$ cat config.mk
export PLATFORM = sky130hd
export DESIGN_NAME = scd_clock_sleep
export DESIGN_NICKNAME = d
export VERILOG_FILES = /design/src/verilog/scd_pkg.sv /design/src/verilog/scd_clock_sleep.sv
export SDC_FILE = /design/constraint.sdc
export NUM_CORES = 1
export LEC_CHECK = 0
export ABC_CLOCK_PERIOD_IN_PS = 3600
export BUFFER_PORTS_ARGS = -buffer_cell sky130_fd_sc_hd__buf_2
export CAP_MARGIN = 20
export CORE_MARGIN = 2
export CORE_UTILIZATION = 50
export DETAILED_ROUTE_END_ITERATION = 8
export PLACE_DENSITY = 0.8
export SLEW_MARGIN = 20
export SYNTH_ARGS = -nofsm -noshare
export SYNTH_HDL_FRONTEND = slang
export SYNTH_SLANG_ARGS = --single-unit
$ cat constraint.sdc
create_clock -name i_core_clk -period 3.6 [get_ports i_core_clk]
set_input_delay 0 -clock i_core_clk [delete_from_list [all_inputs] [get_ports i_core_clk]]
set_output_delay 0 -clock i_core_clk [all_outputs]
set_load 0.02 [all_outputs]
$ cat src/verilog/scd_pkg.sv
// Shared constants and types of the system clock divider and sleep gating.
// Assumes a single master clock and an APB register slave with 32-bit data.
package scd_pkg;

  // Register indices; the byte address is four times the index.
  localparam logic [7:0] IDX_PRESCALE   = 8'h61;
  localparam logic [7:0] IDX_SLEEP_CTRL = 8'h62;
  localparam logic [7:0] IDX_STATUS     = 8'h63;
  localparam int         ADDR_W         = 12;

  // Field positions of the prescale control register.
  localparam int UNLOCK_BIT  = 7;
  localparam int SEL_LSB     = 0;
  localparam int SEL_W       = 4;
  // Unlock key: bit 7 set, every other bit clear.
  localparam logic [7:0] UNLOCK_KEY = 8'h80;

  // Field positions of the sleep mode control register.
  localparam int SLEEP_EN_BIT = 0;
  localparam int MODE_LSB     = 1;
  localparam int MODE_W       = 3;

  // Reset values of the select field.
  localparam logic [3:0] SEL_RST_DIV1 = 4'h0;
  localparam logic [3:0] SEL_RST_DIV8 = 4'h3;
  // Highest legal select code (divide by 256).
  localparam logic [3:0] SEL_MAX      = 4'h8;

  // Unlock window length in master clock cycles.
  localparam logic [2:0] UNLOCK_CYCLES = 3'h4;
  // Core halt after wake-up, added to the start-up time.
  localparam logic [4:0] WAKE_HALT_CYCLES = 5'h04;
  // Start-up time of the oscillator after standby, in clock cycles.
  localparam logic [4:0] STANDBY_START_CYCLES = 5'h06;
  // Start-up time after power-down and power-save, in clock cycles.
  localparam logic [4:0] DEEP_START_CYCLES = 5'h06;

  // Sleep mode encodings.
  localparam logic [2:0] MODE_IDLE      = 3'h0;
  localparam logic [2:0] MODE_CONV_NR   = 3'h1;
  localparam logic [2:0] MODE_PWR_DOWN  = 3'h2;
  localparam logic [2:0] MODE_PWR_SAVE  = 3'h3;
  localparam logic [2:0] MODE_STANDBY   = 3'h6;

  // Sleep controller states.
  typedef enum logic [1:0] {
    ST_RUN,
    ST_SLEEP,
    ST_WAKE
  } scd_state_e;

  // Per-domain clock gate enables.
  typedef struct packed {
    logic core;
    logic progmem;
    logic periph_io;
    logic converter;
  } scd_gate_s;

  // Wake-up sources presented by the rest of the chip.
  typedef struct packed {
    logic irq_any;
    logic ext_irq0;
    logic ext_irq0_level;
    logic pin_change;
    logic serial_start;
    logic timer_two;
    logic display;
    logic converter;
    logic nvm_ready;
  } scd_wake_s;

endpackage : scd_pkg

$ cat src/verilog/scd_clock_sleep.sv
// System clock divider with protected change sequence and sleep gating.
// Assumes APB in the master clock domain and wake sources synchronous to it.
//
// Chosen here: the APB interface to the registers.
`timescale 1ns/1ps

module scd_clock_sleep (
  // Clock and reset.
  input  wire logic                         i_core_clk,
  input  wire logic                         i_sys_rst,
  // Straps sampled while reset is high.
  input  wire logic                         i_div8_fuse_prog,
  input  wire logic                         i_crystal_sel,
  // APB slave.
  input  wire logic                         psel,
  input  wire logic                         penable,
  input  wire logic                         pwrite,
  input  wire logic [scd_pkg::ADDR_W-1:0]   paddr,
  input  wire logic [31:0]                  pwdata,
  output logic      [31:0]                  prdata,
  output logic                              pready,
  output logic                              pslverr,
  // Core and peripheral status.
  input  wire logic                         i_sleep_instr,
  input  wire logic                         i_conv_enabled,
  input  wire logic                         i_async_used,
  input  wire scd_pkg::scd_wake_s           i_wake,
  // Divided clock domain enables, one pulse per divided period.
  output scd_pkg::scd_gate_s                o_clk_en,
  // Oscillator controls and sleep status.
  output logic                              o_async_osc_run,
  output logic                              o_main_osc_run,
  output logic                              o_timer_two_run,
  output logic                              o_conv_start,
  output logic                              o_core_halt,
  output logic                              o_wake_irq
);

  // Register state.
  logic [3:0]              sel_q, sel_d;        // Active select code.
  logic [3:0]              pend_sel_q, pend_sel_d; // Select waiting to apply.
  logic                    pend_q, pend_d;      // A select change waits.
  logic                    unlock_q, unlock_d;  // Change-unlock flag.
  logic [2:0]              ucnt_q, ucnt_d;      // Unlock window counter.
  logic [7:0]              dcnt_q, dcnt_d;      // Divider count.
  logic                    se_q, se_d;          // Sleep enable bit.
  logic [2:0]              mode_q, mode_d;      // Sleep mode select.
  logic [2:0]              amode_q, amode_d;    // Mode actually entered.
  scd_pkg::scd_state_e     st_q, st_d;          // Sleep controller state.
  logic [4:0]              wcnt_q, wcnt_d;      // Wake halt counter.
  logic                    tick_q;              // Registered divided tick.
  scd_pkg::scd_gate_s      gate_q, gate_d;      // Domain gates.
  logic                    cstart_q;            // Conversion start pulse.
  logic                    wirq_q;              // Wake irq pulse.
  logic                    xtal_q;              // Captured crystal strap.
  logic [31:0]             rdata_q;             // Read data.
  logic                    err_q;               // Error response.

  // Bus decode wires.
  localparam int ADDR_HI = scd_pkg::ADDR_W - 1;
  wire logic [7:0] idx      = paddr[9:2];
  wire logic       acc      = psel & penable;
  wire logic       mapped   = (paddr[ADDR_HI:10] == '0) &&
                              (paddr[1:0] == 2'h0) &&
                              ((idx == scd_pkg::IDX_PRESCALE) ||
                               (idx == scd_pkg::IDX_SLEEP_CTRL) ||
                               (idx == scd_pkg::IDX_STATUS));
  wire logic       wr_acc   = acc & pwrite & mapped;
  wire logic       wr_pre   = wr_acc & (idx == scd_pkg::IDX_PRESCALE);
  wire logic       wr_slp   = wr_acc & (idx == scd_pkg::IDX_SLEEP_CTRL);
  wire logic [3:0] w_sel    = pwdata[scd_pkg::SEL_LSB +: scd_pkg::SEL_W];
  wire logic       key_wr   = wr_pre &
                              (pwdata[7:0] == scd_pkg::UNLOCK_KEY);
  wire logic       sel_wr   = wr_pre & unlock_q &
                              ~pwdata[scd_pkg::UNLOCK_BIT];
  wire logic       sel_ok   = (w_sel <= scd_pkg::SEL_MAX);

  // Divider mask: all ones below the select code.
  // divide by two to the code
  wire logic [8:0] mask9    = (9'h001 << sel_q) - 9'h001;
  wire logic [7:0] mask     = mask9[7:0];
  wire logic       tick     = ((dcnt_q & mask) == mask);

  // Wake decode by the mode that was entered.
  wire logic deep_irq0 = i_wake.ext_irq0 & i_wake.ext_irq0_level;
  wire logic wake_base = deep_irq0 | i_wake.pin_change |
                         i_wake.serial_start;
  logic       wake_req;
  logic [4:0] start_cyc;

  // Wake source selection and start-up time per sleep mode.
  always_comb begin
    wake_req  = 1'b0;
    start_cyc = 5'h00;
    unique case (amode_q)
      scd_pkg::MODE_IDLE: begin
        wake_req = i_wake.irq_any | i_wake.ext_irq0 | wake_base;
      end
      scd_pkg::MODE_CONV_NR: begin
        wake_req = wake_base | i_wake.converter | i_wake.nvm_ready |
                   i_wake.timer_two | i_wake.display;
      end
      // timer two and display wake power-save
      scd_pkg::MODE_PWR_SAVE: begin
        wake_req  = wake_base | i_wake.timer_two | i_wake.display;
        start_cyc = scd_pkg::DEEP_START_CYCLES;
      end
      scd_pkg::MODE_STANDBY: begin
        wake_req  = wake_base;
        start_cyc = scd_pkg::STANDBY_START_CYCLES;
      end
      // deeper modes wake only on level irq zero, pin change or serial start
      default: begin
        wake_req  = wake_base;
        start_cyc = scd_pkg::DEEP_START_CYCLES;
      end
    endcase
  end

  // Unlock window and select sequencing.
  always_comb begin
    unlock_d   = unlock_q;
    ucnt_d     = ucnt_q;
    pend_d     = pend_q;
    pend_sel_d = pend_sel_q;
    sel_d      = sel_q;
    if (unlock_q) begin
      ucnt_d = ucnt_q - 3'h1;
      if (ucnt_q == 3'h1) begin
        unlock_d = 1'b0;
      end
    end
    if (sel_wr) begin
      unlock_d = 1'b0;
      ucnt_d   = 3'h0;
      // any legal code regardless of fuse
      if (sel_ok) begin
        pend_d     = 1'b1;
        pend_sel_d = w_sel;
      end
    end else if (key_wr && !unlock_q) begin
      unlock_d = 1'b1;
      ucnt_d   = scd_pkg::UNLOCK_CYCLES;
    end
    // key write during window is ignored
    // switch only at the end of an old period
    // new period starts from zero after the switch
    if (pend_q && tick) begin
      sel_d  = pend_sel_q;
      pend_d = sel_wr & sel_ok;
    end
  end

  // divider counts on every master edge
  assign dcnt_d = (pend_q && tick) ? 8'h00 : dcnt_q + 8'h01;

  // Sleep controller: entry, halt and wake timing.
  always_comb begin
    st_d    = st_q;
    wcnt_d  = wcnt_q;
    amode_d = amode_q;
    unique case (st_q)
      scd_pkg::ST_RUN: begin
        // sleep needs enable bit and instruction
        if (i_sleep_instr && se_q) begin
          st_d    = scd_pkg::ST_SLEEP;
          amode_d = mode_q;
          // standby without crystal acts as power-down
          if (mode_q == scd_pkg::MODE_STANDBY && !xtal_q) begin
            amode_d = scd_pkg::MODE_PWR_DOWN;
          end
        end
      end
      scd_pkg::ST_SLEEP: begin
        if (wake_req) begin
          st_d   = scd_pkg::ST_WAKE;
          wcnt_d = scd_pkg::WAKE_HALT_CYCLES + start_cyc;
        end
      end
      scd_pkg::ST_WAKE: begin
        wcnt_d = wcnt_q - 5'h01;
        if (wcnt_q == 5'h01) begin
          st_d = scd_pkg::ST_RUN;
        end
      end
    endcase
  end

  // Domain gates per entered mode.
  always_comb begin
    gate_d = '{core: 1'b1, progmem: 1'b1, periph_io: 1'b1,
               converter: 1'b1};
    if (st_q != scd_pkg::ST_RUN) begin
      gate_d.core    = 1'b0;
      gate_d.progmem = 1'b0;
      // Idle keeps I/O and converter clocks
      // noise reduction also stops I/O clock
      // deeper modes stop every generated clock
      if (amode_q != scd_pkg::MODE_IDLE) begin
        gate_d.periph_io = 1'b0;
      end
      if (amode_q != scd_pkg::MODE_IDLE &&
          amode_q != scd_pkg::MODE_CONV_NR) begin
        gate_d.converter = 1'b0;
      end
    end
  end

  // Main clock and async oscillator control.
  wire logic asleep   = (st_q == scd_pkg::ST_SLEEP);
  wire logic shallow  = (amode_q == scd_pkg::MODE_IDLE) ||
                        (amode_q == scd_pkg::MODE_CONV_NR);
  // power-down and power-save stop the oscillator
  assign o_main_osc_run  = ~asleep | shallow |
                           (amode_q == scd_pkg::MODE_STANDBY);
  // async oscillator only when async clocking used
  assign o_async_osc_run = i_async_used &
                           (~asleep | shallow |
                            (amode_q == scd_pkg::MODE_PWR_SAVE));
  // timer two and display keep running in power-save
  assign o_timer_two_run = ~asleep | shallow |
                           (amode_q == scd_pkg::MODE_PWR_SAVE);
  assign o_core_halt     = (st_q != scd_pkg::ST_RUN);
  // no state here touches register file or RAM

  // Read data multiplexer.
  logic [31:0] rmux;
  always_comb begin
    rmux = 32'h0000_0000;
    if (idx == scd_pkg::IDX_PRESCALE) begin
      // select reads as written; the count stays hidden
      rmux[scd_pkg::UNLOCK_BIT] = unlock_q;
      rmux[scd_pkg::SEL_LSB +: scd_pkg::SEL_W] = pend_q ? pend_sel_q : sel_q;
    end else if (idx == scd_pkg::IDX_SLEEP_CTRL) begin
      rmux[scd_pkg::SLEEP_EN_BIT] = se_q;
      rmux[scd_pkg::MODE_LSB +: scd_pkg::MODE_W] = mode_q;
    end else if (idx == scd_pkg::IDX_STATUS) begin
      rmux[0]   = asleep;
      rmux[1]   = o_core_halt;
      rmux[2]   = pend_q;
      rmux[5:3] = amode_q;
    end
  end

  // Sleep control register next value.
  assign se_d   = wr_slp ? pwdata[scd_pkg::SLEEP_EN_BIT] : se_q;
  assign mode_d = wr_slp ? pwdata[scd_pkg::MODE_LSB +: scd_pkg::MODE_W]
                         : mode_q;

  // Divider, unlock and select registers.
  // reset select follows the fuse
  always_ff @(posedge i_core_clk) begin
    if (i_sys_rst) begin
      sel_q      <= i_div8_fuse_prog ? scd_pkg::SEL_RST_DIV8
                                     : scd_pkg::SEL_RST_DIV1;
      pend_sel_q <= 4'h0;
      pend_q     <= 1'b0;
      unlock_q   <= 1'b0;
      ucnt_q     <= 3'h0;
      dcnt_q     <= 8'h00;
      xtal_q     <= i_crystal_sel;
    end else begin
      sel_q      <= sel_d;
      pend_sel_q <= pend_sel_d;
      pend_q     <= pend_d;
      unlock_q   <= unlock_d;
      ucnt_q     <= ucnt_d;
      dcnt_q     <= dcnt_d;
      xtal_q     <= xtal_q;
    end
  end

  // Sleep controller registers.
  // reset drops sleep and restarts the core
  always_ff @(posedge i_core_clk) begin
    if (i_sys_rst) begin
      st_q    <= scd_pkg::ST_RUN;
      wcnt_q  <= 5'h00;
      amode_q <= scd_pkg::MODE_IDLE;
      se_q    <= 1'b0;
      mode_q  <= scd_pkg::MODE_IDLE;
    end else begin
      st_q    <= st_d;
      wcnt_q  <= wcnt_d;
      amode_q <= amode_d;
      se_q    <= se_d;
      mode_q  <= mode_d;
    end
  end

  // Gates, pulses and bus answer registers.
  always_ff @(posedge i_core_clk) begin
    if (i_sys_rst) begin
      tick_q   <= 1'b0;
      gate_q   <= '0;
      cstart_q <= 1'b0;
      wirq_q   <= 1'b0;
      rdata_q  <= 32'h0000_0000;
      err_q    <= 1'b0;
    end else begin
      tick_q <= tick;
      // gates change only on a divided tick
      if (tick) begin
        gate_q <= gate_d;
      end
      cstart_q <= (st_q == scd_pkg::ST_RUN) && (st_d == scd_pkg::ST_SLEEP) &&
                  (amode_d == scd_pkg::MODE_IDLE) && i_conv_enabled;
      wirq_q   <= (st_q == scd_pkg::ST_WAKE) && (st_d == scd_pkg::ST_RUN);
      rdata_q  <= (psel && !penable && !pwrite && mapped) ? rmux
                                                           : rdata_q;
      err_q    <= psel & ~penable & ~mapped;
    end
  end

  // divided tick drives every domain through its gate
  assign o_clk_en.core      = tick_q & gate_q.core;
  assign o_clk_en.progmem   = tick_q & gate_q.progmem;
  assign o_clk_en.periph_io = tick_q & gate_q.periph_io;
  assign o_clk_en.converter = tick_q & gate_q.converter;
  assign o_conv_start       = cstart_q;
  assign o_wake_irq         = wirq_q;

  // APB answer: one wait-free access phase.
  assign pready  = 1'b1;
  assign pslverr = acc & err_q;
  assign prdata  = rdata_q;

endmodule : scd_clock_sleep

# Word level (Yosys, flattened, before mapping)
# Cells that the tools add are included.
[op_classes] n_shift=1 add_sub_neg=5 n_lt_le_gt_ge=1 eq_ne=16 n_reduce_logical=41 muxes=32 bitwise=36
[op_table] op="== test 8 x 7 -> 1 bit, second input constant" n=3
[op_table] op="two-way mux 4 bit" n=6
[op_table] op="AND 1 bit" n=18
[op_table] op="two-way mux 3 bit" n=6
[op_table] op="logical AND 1 bit" n=14
[op_table] op="OR 1 bit" n=13
[op_table] op="two-way mux 2 bit" n=6
[op_table] op="nonzero test 2 bit" n=6
[op_table] op="case mux 5 bit (2 select lines)" n=1
[op_table] op="two-way mux 1 bit" n=9
[op_table] op="adder 8 x 1 -> 8 bit, second input constant" n=1
[op_table] op="AND 8 bit" n=1
[op_table] op="== test 8 bit" n=1
[op_table] op="== test 8 bit, second input constant" n=1
[op_table] op="zero test 2 bit" n=4
[op_table] op="<< shifter 1 x 4 -> 8 bit, first input constant" n=1
[op_table] op="subtractor 8 x 1 -> 8 bit, second input constant" n=1
[op_table] op="== test 3 x 1 -> 1 bit, second input constant" n=2
[op_table] op="== test 3 bit, second input constant" n=2
[op_table] op="zero test 3 bit" n=2
[op_table] op="two-way mux 6 bit" n=1
[op_table] op="case mux 2 bit (3 select lines)" n=1
[op_table] op="AND reduction 2 bit" n=3
[op_table] op="OR reduction 2 bit" n=3
[op_table] op="other kinds (17)" n=26
[totals] output_inout_bits=44 inputBits=63 elab_cells=154 ff_bits=51

# Depth between registers and ports, before layout
# Gate-level depths: netlist (run 1).
[logic_depth] ltp_word=14 mapped_depth=11 ltp_nobuf=8

# Least setup slack after synthesis (run 1)
# No wires, ideal clock.
[synth_timing] path_kind="reg-to-reg" startpoint="register sel_q[2]" endpoint="register sel_q[0], enable pin" period_less_slack_ps=2644 arrival_time_ps=2388 n_path_buf=3 path_stages_with_launch=12 setup_ps=256 t_required_ps=3344 path_slack_ps=956 cell_sequence="edfxtp_1 buf_2 nor3_1 nand2b_1 ha_1 or3_4 a211oi_2 and4bb_4 and2_4 buf_6 buf_6 a21o_1"
[synth_between] elab_chain_cells=6
[synth_rtl] item="start: declaration" line_no="scd_clock_sleep.sv:40" rtl="logic [3:0] sel_q, sel_d;"
[synth_rtl] item="start signal: assignment" line_no="scd_clock_sleep.sv:254" rtl="sel_q <= i_div8_fuse_prog ? scd_pkg::SEL_RST_DIV8"
[synth_rtl] item="start signal: assignment" line_no="scd_clock_sleep.sv:263" rtl="sel_q <= sel_d;"
[synth_rtl] item="<< shifter 1 x 4 -> 8 bit (*)" line_no="scd_clock_sleep.sv:80" rtl="wire logic [8:0] mask9 = (9'h001 << sel_q) - 9'h001;"
[synth_rtl] item="subtractor 8 x 1 -> 8 bit (*)" line_no="scd_clock_sleep.sv:80"
[synth_rtl] item="AND 8 bit" line_no="scd_clock_sleep.sv:82" rtl="wire logic tick = ((dcnt_q & mask) == mask);"
[synth_rtl] item="== test 8 bit (*)" line_no="scd_clock_sleep.sv:82"
[synth_rtl] item="logical AND 1 bit (*)" line_no="scd_clock_sleep.sv:148" rtl="if (pend_q && tick) begin"
[synth_rtl] item="nonzero test 2 bit (no line) (*)"
# Every way passes the cells marked *; elsewhere a longest branch is shown, timed or not.
# A chain may end at the register's enable or synchronous reset.

# Final worst setup path (run 1)
[layout_timing] startpoint="register sel_q[2]" endpoint="register sel_q[2], enable pin"
# Same word-level chain as after synthesis.

==> results of run 1 <==
layer usage:
metal	up-vias	track usage, %	wire, um
met5	-	0	0
met4	0	6.949	97
met3	9	3.187	269
met2	74	32.38	3125
met1	1200	26.33	2813
li1	1270	-	-
worst register-to-register path, stage by stage (launching register included):
cell and delay (ns):
edfxtp_1 0.51, nor3_1 0.29, nand2b_1 0.10, ha_1 0.29
or3_4 0.36, a211oi_2 0.19, and4bb_4 0.28, and2_4 0.22
a21o_1 0.25
per-stage QoR:
step	power [W]	utilization [%]	hold slack [ns]	setup slack, ns	instance area (um2)
after global placement	0.0006910	54.04	0.1765	0.9958	3162
final	0.001020	56.80	0.03049	0.8662	3323
after floorplan	0.0006827	-	0.09887	0.9560	3093
after detailed placement	0.0006938	54.04	0.1781	0.8999	3162
after global routing	0.001059	56.80	0.03364	0.7825	3323
after CTS	0.001033	56.80	0.006968	0.8772	3323
registers in the layout, summed over array words and instances, names as in the netlist, 3 cells and up:
name and count:
amode_q 3, dcnt_q 8, gate_q 3, mode_q 3, pend_sel_q 4, prdata 7
sel_q 4, ucnt_q 3, wcnt_q 5
cells in the final DEF, fill, tap and decap left out, drive strengths merged, types with 8 or more instances in the layout:
master / n
a211oi: 16
a21oi: 15
buf: 57
conb: 26
dfxtp: 45
ha: 9
inv: 18
mux2i: 13
nand2: 14
nand2b: 10
nand3: 8
nor2: 32
nor2b: 8
nor3: 9
o21ai: 9
how the worst min path moves through the flow:
stage	start	to	slack [ns]	cells after the start
floorplan	i_crystal_sel	xtal_q	0.1	0
global placement	i_crystal_sel	xtal_q	0.18	1
detailed placement	i_crystal_sel	xtal_q	0.18	1
CTS	pwdata[3]	mode_q[2]	0.007	3
global route	penable	err_q	0.03	3
finish	pwdata[3]	mode_q[2]	0.03	3
cell families (layout without fill, tap and decap cells):
| group | after synthesis | after routing | share of synthesized area (%) |
|---|---|---|---|
| and+or+nand+nor | 121 | 121 | 22.38 |
| AOI/OAI and AO/OA | 78 | 78 | 19.21 |
| buffers and inverters | 66 | 90 | 12.67 |
| DFF | 50 | 50 | 35.00 |
| muxes | 14 | 14 | 4.708 |
| adders and majority gates | 9 | 9 | 3.750 |
| xor gates and xnor gates | 7 | 7 | 2.042 |
| other | 2 | 26 | 0.2501 |
area by class of cell:
class	count	area, um2	share of cell area (%)
clock buffers	7	86.33	2.598
clock inverters	1	5.005	0.1506
inverters	18	67.56	2.033
multi-input cells	255	1662	50.00
flip-flops and latches	50	1051	31.63
well taps	75	93.84	2.824
repair buffers	64	357.8	10.77
report_power, final:
group	internal, W	total [W]	leakage [nW]	switching [W]
combinational	0.0000427	0.000111	0.925	0.0000684
sequential	0.000568	0.000577	0.414	0.00000916
clock	0.000155	0.000332	0.0482	0.000177
==> impl_metrics.py, run 1 <==
metrics = {
    "synth": {
        "netlist_area_um2": 3003,
        "synth-main-ff-cell": "dfxtp_1",
        "yosysMostFrequentCell": "dfxtp_1",
        "synth_edf_count": 5,
        "synth_common_cells": "dfxtp_1, nor2_1, buf_4, inv_1, a21oi_1",
        "ys_types": 60,
        "ys_seq_area_share_pct": 35.00,
        "synthCells": 347,
        "async_flop_share_pct": 0,
        "ys_ff_latch": 50,
        "yosys_warnings": 0,
        "synth_top_area_share_pct": 30.00,
        "synth_area_leader_cell": "dfxtp_1",
        "syn_area_per_cell_um2": 8.654,
        "ys_top_cells_by_area": "dfxtp_1, buf_4, edfxtp_1",
    },
    "finish": {
        "syn_to_final_growth_pct": 10.67,
        "diodes": 0,
        "instances_no_fill": 470,
        "fin_nets": 466,
        "nFillCells": 521,
        "drive_above_1_share_pct": 20.00,
    },
    "route": {
        "routedWlPerCell_um": 13.42,
        "drc": 0,
        "viasPerCell": 5.432,
        "wl_um": 6306,
        "drtIter0Drc": 132,
        "vias": 2553,
        "dr.pass1.iters": 4,
        "ant_nets": 0,
    },
    "worst_setup_path": {
        "cp_max_fo": 14,
        "rrSetupSlack_ns": 0.87,
        "end_kind": "register",
        "path_delay_family": "simple AND/OR/NAND/NOR gates",
        "crit_chain": "nor3_1 > nand2b_1 > ha_1 > or3_4 > a211oi_2 > and4bb_4 > and2_4 > a21o_1",
        "worstPathArrival_ns": 2.78,
        "cp-start-kind": "register",
        "r2r-end": "sel_q[2]",
        "cp_num_cells": 8,
        "cp.required_ns": 3.65,
        "startpoint": "sel_q[2]",
        "crit_buf_inv": 0,
        "worstSetupEndpoint": "sel_q[2]",
        "max_stage_delay_ns": 0.51,
        "crit_type": "reg2reg",
        "crit_slowest_cell": "edfxtp_1",
        "worst-r2r-cell-count": 8,
        "rr_startpoint": "sel_q[2]",
    },
    "pwr": {
        "p_per_area_nw_per_um2": 307.0,
        "vdd_ir_drop_max_mv": 0.1991,
        "p_leak_nw": 1.387,
    },
    "floorplanning": {
        "rows": 28,
        "core-area_um2": 5851,
        "floorplan.initialDensity_pct": 51.33,
        "io_pins": 107,
        "die_h_um": 81.50,
        "dieArea_um2": 6641,
        "die_w_um": 81.50,
    },
    "clock_network": {
        "clock_sinks": 50,
        "cts_tree": "done",
        "clk_root_buffer_cell": "clkbuf_8",
        "cts_buffer_depth": 2,
        "ctsResizeCount": 0,
        "h-tree-depth": 2,
        "holdBufCountCts": 7,
        "postCtsSetupRepairBufs": 0,
        "clock_latency_ns": 0.30,
        "clk_pin_slew_ns": 0.09,
        "cts_made_buffers": 5,
    },
    "place": {
        "place_inst": 455,
        "io_buffer_count": 56,
        "gp_congestion": 0.8746,
        "dpl.hpwl_um": 4587,
    },
    "worst_hold_path": {
        "hold_class": "in2reg",
    },
    "flow_run": {
        "max-cap-violations": 0,
    },
    "global_routing": {
        "grt_pass1_vias": 2224,
        "grtUsageTotal_pct": 19.73,
        "antenna_found_initial": 0,
        "grt_overflow": 0,
        "grt_max_degree": 51,
        "grt_pass1_wl_um": 10270,
    },
    "sta": {
        "relSlewSlack_pct": 41.15,
        "fin_skew_ns": 0.004019,
        "max_freq_mhz": 365.8,
        "fin_setup_tns_ns": 0,
        "hold_viol_final": 0,
        "rsz0062_at_grt": "false",
        "setup_viol": 0,
        "slew_viol_final": 0,
        "fin_crit_ns": 2.734,
        "fin_crit_sh_pct": 75.94,
        "tightest_slew_ns": 0.8827,
    },
    "run_status": {
        "status": "complete, no violations",
    },
}
(Power assumes the default switching activity.)
==> run 2: changes to the inputs <==
- ABC_CLOCK_PERIOD_IN_PS: 3600 -> 2460
- CORE_UTILIZATION: 50 -> 45
- PLACE_DENSITY: 0.8 -> 0.76
- clock period: 3.6 -> 2.46 ns (I/O delays scaled with it)
==> run 2 against run 1 <==
Net effect:
- clock skew rose by 0.0021 ns
- final cell count rose by 1.5%
- first-iteration DRC count fell by 9.8%
- worst setup slack got worse by 0.77 ns
- power rose by 44%
- global-route usage fell by 2.8 points
- wire length fell by 0.22%
- flip-flop and latch count did not move
- die area rose by 11%
- utilization fell by 3.9 points
- critical path depth did not move
- clock power rose by 37%
- critical path type unchanged
- largest cell class unchanged
==> impl_metrics.py, run 2 (synthesized netlist as in run 1, its figures left out) <==
metrics = {
    "sta": {
        "relSlewSlack_pct": 40.10,
        "hold_viol_final": 0,
        "setup_viol": 0,
        "fin_crit_ns": 2.361,
        "fin_skew_ns": 0.006123,
        "fin_crit_sh_pct": 95.96,
        "max_freq_mhz": 423.6,
        "rsz0062_at_grt": "false",
        "fin_hold_ws_ns": 0.01420,
        "layout_setup_ws_ns": 0.09929,
        "tightest_slew_ns": 0.8985,
        "slew_viol_final": 0,
    },
    "worst_setup_path": {
        "end_kind": "register",
        "cp.required_ns": 2.51,
        "cp_max_fo": 10,
        "rrSetupSlack_ns": 0.1,
        "crit_type": "reg2reg",
        "max_stage_delay_ns": 0.43,
        "cp-start-kind": "register",
        "worstPathArrival_ns": 2.41,
        "crit_buf_inv": 0,
        "crit_chain": "nor3_4 > nand2b_1 > ha_4 > or3_4 > a211oi_2 > and4bb_4 > and2_4 > a21o_1",
        "r2r-end": "sel_q[1]",
        "rr_startpoint": "sel_q[3]",
        "path_delay_family": "simple AND/OR/NAND/NOR gates",
        "crit_slowest_cell": "edfxtp_1",
        "worst-r2r-cell-count": 8,
    },
    "route": {
        "vias": 2545,
        "drc": 0,
        "dr.pass1.iters": 4,
        "wl_um": 6292,
        "ant_nets": 0,
        "routedWlPerCell_um": 13.19,
        "viasPerCell": 5.335,
        "drtIter0Drc": 119,
    },
    "global_routing": {
        "grt_pass1_vias": 2251,
        "met1_usage_pct": 21.88,
        "grt_max_degree": 51,
        "gr-max-usage-layer": "met2",
        "grt_use_met3_pct": 1.829,
        "grt_overflow": 0,
        "grt_use_met2_pct": 28.55,
        "grt_pass1_wl_um": 10210,
        "antenna_found_initial": 0,
        "grtUsageTotal_pct": 16.97,
    },
    "clock_network": {
        "cts_tree": "done",
        "clock_sinks": 50,
        "clk_pin_slew_ns": 0.08,
        "h-tree-depth": 2,
        "clk_root_buffer_cell": "clkbuf_8",
        "cts_made_buffers": 5,
        "cts_buffer_depth": 2,
        "clock_latency_ns": 0.30,
    },
    "pwr": {
        "p_seq_share_pct": 57.4,
        "p_per_area_nw_per_um2": 433.9,
        "fin_total_pwr_w": 0.001466,
        "p_leak_nw": 1.415,
        "pwr-share-comb_pct": 11.6,
        "internal-power_w": 0.001094,
        "p_clk_share_pct": 31.0,
        "p_sw_share_pct": 25.39,
        "p_sw_w": 0.0003723,
        "vdd_ir_drop_max_mv": 0.2919,
    },
    "run_status": {
        "status": "complete, no violations",
    },
    "worst_hold_path": {
        "hold_depth": 3,
        "min_to": "mode_q[0]",
        "hold_class": "in2reg",
        "hold_start": "pwdata[1]",
    },
    "finish": {
        "drive_above_1_share_pct": 22.25,
        "syn_to_final_growth_pct": 12.54,
        "largest_reg_flops": 8,
        "diodes": 0,
        "fin_util_pct": 52.92,
        "nFillCells": 605,
        "fin_nets": 471,
        "regMostFlops": "dcnt_q",
        "most-common-layout-cells": "buf_2, dfxtp_1, nor2_1",
        "layout_commonest_cell": "buf_2",
    },
    "place": {
        "gp_congestion": 0.8812,
        "dp_slack_ns": 0.1034,
        "io_buffer_count": 56,
        "dpl.hpwl_um": 4623,
    },
    "floorplanning": {
        "floorplan.initialDensity_pct": 47.02,
        "die_h_um": 85.69,
        "dieArea_um2": 7343,
        "io_pins": 107,
        "rows": 29,
        "core-area_um2": 6386,
        "die_w_um": 85.69,
    },
    "flow_run": {
        "max-cap-violations": 0,
    },
}
[run 2: cell types whose count changed in the layout (fill, tap and decap cells not counted), sizes merged]
cell	previous run	this run
buf	57	64
clkinv	1	2
dlygate4sd3	7	5
clkbuf	7	6
[run 2: worst max path at each step]
stage / startpoint / end / slack, ns / cells past startpoint
2_1_floorplan: sel_q[3] / sel_q[0] / -0.05 / 11
3_3_place_gp: sel_q[3] / sel_q[2] / 0.14 / 8
3_5_place_dp: sel_q[3] / sel_q[3] / 0.10 / 8
4_1_cts: sel_q[3] / sel_q[1] / 0.09 / 8
5_1_grt: sel_q[3] / sel_q[1] / 0.005 / 8
6_report: sel_q[3] / sel_q[1] / 0.1 / 8
[run 2: repair_timing]
item | 4_1_cts | 5_1_grt
setup endpoints to repair | 0 | 6
resized for setup | 0 | 3
hold buffers | 5 | 0
endpoints found under the hold margin | 6 | 0
buffers inserted | 0 | 1
[run 2: power by group through the flow]
stage | Clock, W | Sequential (W) | Combinational (W)
floorplan | 0 | 0.000856 | 0.000146
global placement | 0 | 0.000860 | 0.000158
detailed placement | 0 | 0.000860 | 0.000160
CTS | 0.000463 | 0.000841 | 0.000167
global route | 0.000489 | 0.000843 | 0.000187
finish | 0.000454 | 0.000841 | 0.000171
[run 2: per-layer routing]
metal,part of all wire [%],vias up
li1,-,1281
met1,46,1184
met2,48,67
met3,4.1,13
met4,2.4,0
met5,0,-
[run 2: layout make-up]
class	count	area, um2	share of cell area, %
Clock inverter	2	8.758	0.2592
Multi-Input combinational cell	255	1693	50.09
Tap cell	77	96.34	2.851
Clock buffer	6	72.57	2.147
Inverter	18	67.56	1.999
Sequential cell	50	1051	31.10
Timing Repair Buffer	69	390.4	11.55
[run 2: through the flow]
step           TNS (ns)  cells  cell area [um2]
6_report              0    477             3379
3_3_place_gp          0    463             3223
5_1_grt               0    477             3379
3_5_place_dp          0    463             3223
4_1_cts               0    476             3354
2_1_floorplan   -0.1964    371             3113
[run 2: worst reg2reg max path, delay by kind of cell, from the launching register on]
family / cells / cell delay [ns]
AO/OA/AOI/OAI: 2 / 0.40
AND/OR/NAND/NOR: 5 / 1.08
adder cells (fa/ha/maj): 1 / 0.19
flip-flops: 1 / 0.43
